===== config.mk =====
export PLATFORM = sky130hd
export DESIGN_NAME = cmpd_clock_config
export DESIGN_NICKNAME = d
export VERILOG_FILES = /design/src/cmpd_pkg.sv /design/src/cmpd_divider.sv /design/src/cmpd_clock_config.sv
export SDC_FILE = /design/constraint.sdc
export NUM_CORES = 1
export LEC_CHECK = 0
export BUFFER_PORTS_ARGS = -buffer_cell sky130_fd_sc_hd__buf_2
export CELL_PAD_IN_SITES_DETAIL_PLACEMENT = 1
export CELL_PAD_IN_SITES_GLOBAL_PLACEMENT = 1
export CORE_MARGIN = 3
export CORE_UTILIZATION = 30
export DETAILED_ROUTE_END_ITERATION = 8
export PLACE_DENSITY_LB_ADDON = 0.1
export SYNTH_ARGS = -nofsm -noshare
export SYNTH_HDL_FRONTEND = slang
export SYNTH_SLANG_ARGS = --single-unit

===== constraint.sdc =====
create_clock -name clk -period 2.1 [get_ports clk]
set_clock_uncertainty 0.15 [all_clocks]
set_input_delay 0.105 -clock clk [delete_from_list [all_inputs] [get_ports clk]]
set_output_delay 0.105 -clock clk [all_outputs]
set_load 0.01 [all_outputs]

===== src/cmpd_pkg.sv =====
package cmpd_pkg;

    localparam int CFG_W = 128;

    localparam int POST_A_LSB = 96;
    localparam int POST_B_LSB = 100;
    localparam int POST_C0_LSB = 104;
    localparam int POST_D0_LSB = 108;
    localparam int PATH_C_DIVIDE_CODE_SET0_LSB = 112;
    localparam int PATH_D_DIVIDE_CODE_SET0_LSB = 116;
    localparam int POST_W = 4;

    localparam int MUX_A_LSB = 22;
    localparam int MUX_B_LSB = 46;
    localparam int MUX_C0_LSB = 70;
    localparam int MUX_D0_LSB = 94;
    localparam int PATH_C_SOURCE_SEL_SET0_LSB = 124;
    localparam int PATH_D_SOURCE_SEL_SET0_LSB = 126;
    localparam int MUX_W = 2;

    localparam int LF_1_BIT = 20;
    localparam int LF_2_BIT = 44;
    localparam int LF_3S0_BIT = 68;
    localparam int LF_3S1_BIT = 92;
    localparam int CP_1_BIT = 19;
    localparam int CP_2_BIT = 43;
    localparam int CP_3S0_BIT = 67;
    localparam int CP_3S1_BIT = 91;

    localparam int DIV_W = 6;
    localparam int NPATH = 4;

    localparam int LF_SHORT_US = 7;
    localparam int LF_LONG_US = 20;
    localparam int CP_LOW_UA = 2;
    localparam int CP_HIGH_UA = 10;

    typedef logic [MUX_W-1:0] cmpd_src_t;
    localparam cmpd_src_t SRC_REF = 2'h0;
    localparam cmpd_src_t SRC_PLL1 = 2'h1;
    localparam cmpd_src_t SRC_PLL2 = 2'h2;
    localparam cmpd_src_t SRC_PLL3 = 2'h3;

    localparam logic [POST_W-1:0] CODE_MAX = 4'hf;

    typedef enum logic [1:0] {
        CMPD_RUN  = 2'h1,
        CMPD_SWAP = 2'h2
    } cmpd_state_e;

    localparam logic [DIV_W-1:0] DIV_ONE = 6'h01;

    function automatic logic [DIV_W-1:0] cmpd_ratio(
        input logic [POST_W-1:0] code
    );
        logic [DIV_W-1:0] r;
        r = DIV_ONE;
        case (code)
            4'h0: r = 6'h01;
            4'h1: r = 6'h02;
            4'h2: r = 6'h03;
            4'h3: r = 6'h04;
            4'h4: r = 6'h05;
            4'h5: r = 6'h06;
            4'h6: r = 6'h08;
            4'h7: r = 6'h09;
            4'h8: r = 6'h0a;
            4'h9: r = 6'h0c;
            4'ha: r = 6'h0f;
            4'hb: r = 6'h10;
            4'hc: r = 6'h12;
            4'hd: r = 6'h14;
            4'he: r = 6'h19;
            4'hf: r = 6'h32;
            default: r = DIV_ONE;
        endcase
        return r;
    endfunction

endpackage


===== src/cmpd_divider.sv =====
`timescale 1ns/1ps
`default_nettype none
module cmpd_divider (
    input  wire logic                       clk,
    input  wire logic                       rst,
    input  wire logic [3:0]                 src_tick,
    input  wire cmpd_pkg::cmpd_src_t        src_sel,
    input  wire logic [cmpd_pkg::DIV_W-1:0] ratio,
    output logic                            out_clk_q
);
    import cmpd_pkg::*;

    logic [DIV_W-1:0] cnt_q;
    logic             tick;

    assign tick = src_tick[src_sel];

    // A new ratio or source takes effect at once; the count is not
    // realigned, so a change mid-period can shorten that period.
    always_ff @(posedge clk) begin
        if (rst) begin
            cnt_q     <= '0;
            out_clk_q <= 1'b0;
        end else if (tick) begin
            if (cnt_q + DIV_ONE >= ratio) begin
                cnt_q     <= '0;
                out_clk_q <= ~out_clk_q;
            end else begin
                cnt_q <= cnt_q + DIV_ONE;
            end
        end
    end
endmodule // cmpd_divider
`default_nettype wire


===== src/cmpd_clock_config.sv =====
`timescale 1ns/1ps
`default_nettype none
module cmpd_clock_config (
    input  wire logic                       clk,
    input  wire logic                       rst,
    input  wire logic [cmpd_pkg::CFG_W-1:0] cfg,
    input  wire logic                       cd_set_select,
    input  wire logic [3:0]                 src_tick,
    output logic [3:0]                      out_clk,
    output cmpd_pkg::cmpd_src_t             src_sel_a_q,
    output cmpd_pkg::cmpd_src_t             src_sel_b_q,
    output cmpd_pkg::cmpd_src_t             src_sel_c_q,
    output cmpd_pkg::cmpd_src_t             src_sel_d_q,
    output logic [cmpd_pkg::DIV_W-1:0]      ratio_a_q,
    output logic [cmpd_pkg::DIV_W-1:0]      ratio_b_q,
    output logic [cmpd_pkg::DIV_W-1:0]      ratio_c_q,
    output logic [cmpd_pkg::DIV_W-1:0]      ratio_d_q,
    output logic                            pll1_filter_long_q,
    output logic                            pll2_filter_long_q,
    output logic                            pll3_filter_long_q,
    output logic                            pll1_pump_high_q,
    output logic                            pll2_pump_high_q,
    output logic                            pll3_pump_high_q,
    output logic                            set_active_q
);
    import cmpd_pkg::*;

    logic              sel_m_q;
    logic              sel_s_q;
    cmpd_state_e       state_q;
    cmpd_src_t         src_d [NPATH];
    logic [POST_W-1:0] code_d [NPATH];
    logic [DIV_W-1:0]  ratio_q [NPATH];
    cmpd_src_t         src_q [NPATH];

    // The select pin is asynchronous to clk.
    always_ff @(posedge clk) begin
        if (rst) begin
            sel_m_q <= 1'b0;
            sel_s_q <= 1'b0;
        end else begin
            sel_m_q <= cd_set_select;
            sel_s_q <= sel_m_q;
        end
    end

    // One flop holds the active set so C, D and PLL three never disagree.
    always_ff @(posedge clk) begin
        if (rst) begin
            set_active_q <= 1'b0;
            state_q      <= CMPD_RUN;
        end else begin
            case (state_q)
                CMPD_RUN: begin
                    if (sel_s_q != set_active_q) begin
                        state_q <= CMPD_SWAP;
                    end
                end
                CMPD_SWAP: begin
                    set_active_q <= sel_s_q;
                    state_q      <= CMPD_RUN;
                end
                default: state_q <= CMPD_RUN;
            endcase
        end
    end

    always_comb begin
        code_d[0] = cfg[POST_A_LSB +: POST_W];
        code_d[1] = cfg[POST_B_LSB +: POST_W];
        code_d[2] = set_active_q ? cfg[PATH_C_DIVIDE_CODE_SET0_LSB +: POST_W]
                                 : cfg[POST_C0_LSB +: POST_W];
        code_d[3] = set_active_q ? cfg[PATH_D_DIVIDE_CODE_SET0_LSB +: POST_W]
                                 : cfg[POST_D0_LSB +: POST_W];
        src_d[0]  = cfg[MUX_A_LSB +: MUX_W];
        src_d[1]  = cfg[MUX_B_LSB +: MUX_W];
        src_d[2]  = set_active_q ? cfg[PATH_C_SOURCE_SEL_SET0_LSB +: MUX_W]
                                 : cfg[MUX_C0_LSB +: MUX_W];
        src_d[3]  = set_active_q ? cfg[PATH_D_SOURCE_SEL_SET0_LSB +: MUX_W]
                                 : cfg[MUX_D0_LSB +: MUX_W];
    end

    // Fields are applied without any glitch guard, on purpose.
    genvar gi;
    generate
        for (gi = 0; gi < NPATH; gi++) begin : g_path
            always_ff @(posedge clk) begin
                if (rst) begin
                    ratio_q[gi] <= DIV_ONE;
                    src_q[gi]   <= SRC_REF;
                end else begin
                    ratio_q[gi] <= cmpd_ratio(code_d[gi]);
                    src_q[gi]   <= src_d[gi];
                end
            end
            cmpd_divider u_div (
                .clk       (clk),
                .rst       (rst),
                .src_tick  (src_tick),
                .src_sel   (src_q[gi]),
                .ratio     (ratio_q[gi]),
                .out_clk_q (out_clk[gi])
            );
        end
    endgenerate

    assign src_sel_a_q = src_q[0];
    assign src_sel_b_q = src_q[1];
    assign src_sel_c_q = src_q[2];
    assign src_sel_d_q = src_q[3];
    assign ratio_a_q   = ratio_q[0];
    assign ratio_b_q   = ratio_q[1];
    assign ratio_c_q   = ratio_q[2];
    assign ratio_d_q   = ratio_q[3];

    always_ff @(posedge clk) begin
        if (rst) begin
            pll1_filter_long_q <= 1'b0;
            pll2_filter_long_q <= 1'b0;
            pll3_filter_long_q <= 1'b0;
            pll1_pump_high_q   <= 1'b0;
            pll2_pump_high_q   <= 1'b0;
            pll3_pump_high_q   <= 1'b0;
        end else begin
            pll1_filter_long_q <= cfg[LF_1_BIT];
            pll2_filter_long_q <= cfg[LF_2_BIT];
            pll3_filter_long_q <= set_active_q ? cfg[LF_3S1_BIT]
                                               : cfg[LF_3S0_BIT];
            pll1_pump_high_q   <= cfg[CP_1_BIT];
            pll2_pump_high_q   <= cfg[CP_2_BIT];
            pll3_pump_high_q   <= set_active_q ? cfg[CP_3S1_BIT]
                                               : cfg[CP_3S0_BIT];
        end
    end
endmodule // cmpd_clock_config
`default_nettype wire


* Word-level counts from Yosys, hierarchy flattened
Memories as Yosys holds them, arrays and structs flattened. Cells that the tools add are included. Widths: inputs -> output; s select.
Word-level totals: register bits after elaboration 39, bits in latches 0, bits in writable memories 32, bits in read-only memories 384, input port bits 135, output and inout port bits 43, logic and storage cells 90, memories 6
Memory list:
- (no name shown) | depth 16, bits a word 6, rd ports 1, clocked after Yosys merged registers in 0, wr ports 0, RTL line cmpd_pkg.sv:58 | case (code)
- (no name shown) | depth 16, bits a word 6, rd ports 1, clocked after Yosys merged registers in 0, wr ports 0, RTL line cmpd_pkg.sv:58
- (no name shown) | depth 16, bits a word 6, rd ports 1, clocked after Yosys merged registers in 0, wr ports 0, RTL line cmpd_pkg.sv:58
- (no name shown) | depth 16, bits a word 6, rd ports 1, clocked after Yosys merged registers in 0, wr ports 0, RTL line cmpd_pkg.sv:58
- ratio_q | depth 4, bits a word 6, rd ports 4, clocked after Yosys merged registers in 0, wr ports 4, RTL line cmpd_clock_config.sv:33 | logic [DIV_W-1:0] ratio_q [NPATH];
- src_q | depth 4, bits a word 2, rd ports 4, clocked after Yosys merged registers in 0, wr ports 4, RTL line cmpd_clock_config.sv:34 | cmpd_src_t src_q [NPATH];
Operators by class: $add $sub $neg 4, $mul 0, div/mod/pow operators 0, magnitude comparators 8, equal/unequal tests 3, shift operators 0, muxes and demuxes 33, bitwise gates (word level) 13, reductions and logical operators 5
Operator list (number):
- $mux 6 | 12
- $add 6x1->6 const B | 4
- $ge 6x6->1 | 4
- $lt 2x3->1 const B | 4
- $mux 2 | 6
- $mux 1 | 9
- $bmux 1 s2 | 4
- $mux 4 | 2
- $or 1x1->1 | 8
- $reduce_and 2->1 | 4
- $not 1->1 | 5
- $eq 2x1->1 const B | 1
- $eq 2x2->1 const B | 1
- $reduce_or 2->1 | 1
- $ne 1x1->1 | 1

* Depth between registers and ports, before layout
An unclocked memory read counts as a cell.
depth after elaboration 4, gate-level depth with buffers 8

* By module
A second synthesis with hierarchy kept.
Second synthesis, totals: cells, all modules 472, area, all modules 4103.9 µm²
Modules (own cells, without submodules):
- cmpd_divider | instances 4, cells each 67, area an instance 534.3 µm², seq. area each 140.1 µm²
- cmpd_clock_config | instances 1, cells each 204, area an instance 1966.9 µm², seq. area each 860.8 µm²

* Least setup slack after synthesis
OpenSTA, ideal clock, no wires.
kind reg2reg, from register g_path[1].u_div.cnt_q[0], to register g_path[1].u_div.out_clk_q, library setup time 0.070 ns, data arrival time 1.926 ns, required time 1.880 ns, slack -0.047 ns, stages on the path, launching flop included 9, buffers on the path 0, period minus slack after synthesis 2.147 ns, cells stage by stage dfxtp_1 -> ha_1 -> nand3_1 -> xnor2_1 -> ha_1 -> nand4_1 -> o221a_2 -> or3_1 -> a21oi_1
On the way: word-level cells in the longest chain between the ends 3
Ends and longest elaborated chain:
- start, declared | RTL line cmpd_divider.sv:13 | logic [DIV_W-1:0] cnt_q;
- start signal, assigned | RTL line cmpd_divider.sv:29 | cnt_q <= cnt_q + DIV_ONE;
- $add 6x1->6 | RTL line cmpd_divider.sv:25 | if (cnt_q + DIV_ONE >= ratio) begin
- $ge 6x6->1 | RTL line cmpd_divider.sv:25
- $reduce_and 2->1 (no source line)
- end signal, assigned | RTL line cmpd_divider.sv:27 | out_clk_q <= ~out_clk_q;
- end, declared | RTL line cmpd_divider.sv:9 | output logic out_clk_q
No other way between the ends. A chain may end at the register's enable or synchronous reset.

* Worst setup path after layout
from register g_path[2].u_div.cnt_q[1], to register g_path[2].u_div.out_clk_q
On the way: word-level cells in the longest chain between the ends 3
Ends and longest elaborated chain (RTL line):
- start, declared | cmpd_divider.sv:13
- start signal, assigned | cmpd_divider.sv:29
- $add 6x1->6 | cmpd_divider.sv:25
- $ge 6x6->1 | cmpd_divider.sv:25
- $reduce_and 2->1 (no source line)
- end signal, assigned | cmpd_divider.sv:27
- end, declared | cmpd_divider.sv:9
No other way between the ends.

==> metrics.csv <==
metric;value;unit
status;finished, violations left;
failing checks;negative setup slack;
EDFF count, synth;0;
P per Cell Area;664.2;nW/um^2
ys flop type;dfxtp_1;
Layout area overhead;53.90;%
drt drc;0;
Seq cells post-synth;71;
Ys Warns;0;
CTS tree;done;
fillcell total;1458;
Core ar.;12310;um^2
antenna viol nets, final;0;
share of layout cells above drive strength 1;37.62;%
WL/cell;14.52;um
combined area of the multi-input logic cells;2698;um^2
I/O pin total;178;
hold slack;0.02073;ns
register area;1463;um^2
Via density;4.821;
# Max-Cap Violations;0;
count of pins over their slew limit;0;
NumNets Final;785;
endpoint class of the critical path;flop;
CP bufs+invs;1;
cell with the most instances after synthesis;dfxtp_1;
Place WS;-0.1367;ns
delay-heaviest family, CP;simple AND/OR/NAND/NOR gates;
gr ovfl total;0;
placed wire-length estimate;8235;um
vias in the first global route;3897;
HP Class;in -> reg;
Antenna Cells;0;
CP arrival;2.24;ns
clock power share;39.0;%
relative slew slack;72.03;%
CP Max Fanout;3;
type of origin of the critical path;flop;
Setup Viol. Count Final;3;
Die Y;119.6;um
Crit Path Class;reg -> reg;
LEAKAGE;2.569;nW
Buffers on Ports;93;
gpl congestion;0.7790;
synth top area cells;dfxtp_1 37%, ha_1 13%, a21oi_1 6.5%;
syn_area_per_cell;8.677;um^2
CTS root buffer;clkbuf_16;
cell taking the most area after synthesis;dfxtp_1;
Mapped Area;3870;um^2
Post-Route WL;11360;um
global-route wire length before repair;18360;um
cell count after synthesis;446;
clk buf depth;2;
placement row count;40;
Netlist cell types;43;
sequential share of the synthesized area;36.73;%
Post-synth top cells;71 x dfxtp_1, 50 x a21oi_1, 43 x nand2_1, 40 x ha_1, 35 x nor2_1;
Switching Share;27.45;%
minimum clock period after layout;2.129;ns
Int Pwr;2.870;mW
die area;14300;um^2
Reg power frac;38.2;%
Final WS setup;-0.02879;ns
largest net degree at the start of global routing;42;
clk slew on worst S/H paths;0.06;ns
Via Count;3770;
Comb power frac;22.8;%
Final Cycle Share;101.4;%
Syn Nets;621;
Worst path slowest cell;dfxtp_2;
worst slew pin tran;0.4079;ns
All-Layer GR Usage;15.82;%
CP peak stage delay;0.33;ns
fin util;48.37;%
Req. time, crit path;2.21;ns
starting density of the core;31.43;%
net switching power;1.086;mW
Peak VDD IR;0.3268;mV
htree depth;3;
die width;119.6;um
initial antenna violation count;0;
Fin. Hold Viols;0;
highest clock rate;469.7;MHz
Final Power;3.956;mW
placed instance area;4740;um^2
Clock Sinks;71;
post-synth top area share;36.73;%
Final Instance Area;5956;um^2
cts bufs inserted;9;
Starting DRT DRC Count;98;
router iterations before antenna repair;4;
RSZ-0062 raised after global routing;true;
FFs w/ async S/R, synth;0;%
Cell Chain, Critical Path;and3_4, buf_4, xor2_1, ha_1, nand4_1, o221a_4, or3_1, a21oi_1;
Skew-Pair Late Insertion Delay;0.33;ns
-- through the flow --
step | instances | TNS (ns)
floorplan | 446 | -0.001824
global placement | 718 | -0.2619
detailed placement | 718 | -1.367
CTS | 779 | -0.2187
global route | 782 | -0.7659
finish | 782 | -0.05273
-- flip-flops by register name, indices dropped and copies added (netlist names) --
| signal | flops |
|---|---|
| sel_s_q | 1 |
| g_path.u_div.out_clk_q | 4 |
| pll1_pump_high_q | 1 |
| src_q | 8 |
| pll2_filter_long_q | 1 |
| set_active_q | 1 |
| pll3_filter_long_q | 1 |
| pll1_filter_long_q | 1 |
| pll2_pump_high_q | 1 |
| ratio_q | 24 |
| sel_m_q | 1 |
| pll3_pump_high_q | 1 |
| g_path.u_div.cnt_q | 24 |
| state_q | 2 |
-- layer usage --
layer	global-route usage (%)	part of all wire, %	routed length, um
met5	0	0	0
met4	5.727	1.7	192
met3	3.582	4.6	523
met2	27.61	48	5483
met1	19.03	45	5157
-- worst paths after layout --
path | cells past startpoint | end | slack (ns) | startpoint
max reg2reg | 8 | g_path[2].u_div.out_clk_q | -0.03 | g_path[2].u_div.cnt_q[1]
min reg2reg | 1 | state_q[0] | 0.26 | state_q[0]
min | 4 | ratio_q[0][1] | 0.02 | cfg[96]
max | 8 | g_path[2].u_div.out_clk_q | -0.03 | g_path[2].u_div.cnt_q[1]
-- power by group through the flow --
stage          combinational, mW  sequential [mW]  clock, mW
2_1_floorplan              0.468             1.54          0
3_3_place_gp               0.772             1.52          0
3_5_place_dp               0.797             1.52          0
4_1_cts                    0.859             1.51       1.59
5_1_grt                     1.01             1.52       1.64
6_report                   0.903             1.51       1.54
-- placed cells by master (no fill, tap or decap), types with 4 or more instances in the layout --
master / n
xnor2_2: 4
buf_4: 37
mux2_2: 8
nand4_1: 4
dfxtp_4: 8
nand3_4: 7
nand2b_1: 7
inv_1: 29
mux2i_1: 22
dlygate4sd3_1: 36
buf_2: 93
clkbuf_16: 9
ha_4: 9
nand3_1: 20
ha_1: 30
nor2b_1: 11
a21oi_1: 40
dfxtp_1: 54
a211oi_1: 7
nand2_1: 41
a21oi_2: 10
o21ai_0: 13
nand3b_1: 4
xor2_1: 4
o21a_1: 4
nor3_1: 4
dfxtp_2: 9
nor2_1: 32
o221a_4: 4
-- logic make-up after synthesis --
logic type / count (synthesis) / share of synthesized area [%]
fa+ha+maj: 40 / 12.93
buf+inv: 47 / 5.464
flops: 71 / 36.73
simple gates: 146 / 17.62
xor+xnor: 17 / 3.848
mux: 32 / 8.956
compound gates: 93 / 14.45
-- worst reg2reg max path: cells and delay by family, from the launching register on --
kind	cells	cell delay, ns
and+or+nand+nor	3	0.58
AOI/OAI and AO/OA	2	0.40
DFF	1	0.33
adders and majority gates	1	0.33
xor gates and xnor gates	1	0.15
buffers and inverters	1	0.13
-- what timing repair did --
action                                 4_1_cts  5_1_grt
hold buffers                                36        0
endpoints found under the hold margin       27        0
resized for setup                           28       57
setup buffers                               10        3
setup endpoints to repair                   28       32
pin swaps                                   34       30
-- cell type report --
type                       instances  area share [%]
inverter                          29           1.828
sequential                        71           24.56
timing repair buffer             171           19.77
clock inverter                     3          0.7143
clock buffer                      12           4.307
tap                              168           3.529
multi-input combinational        328           45.29
(Power assumes the default switching activity.)
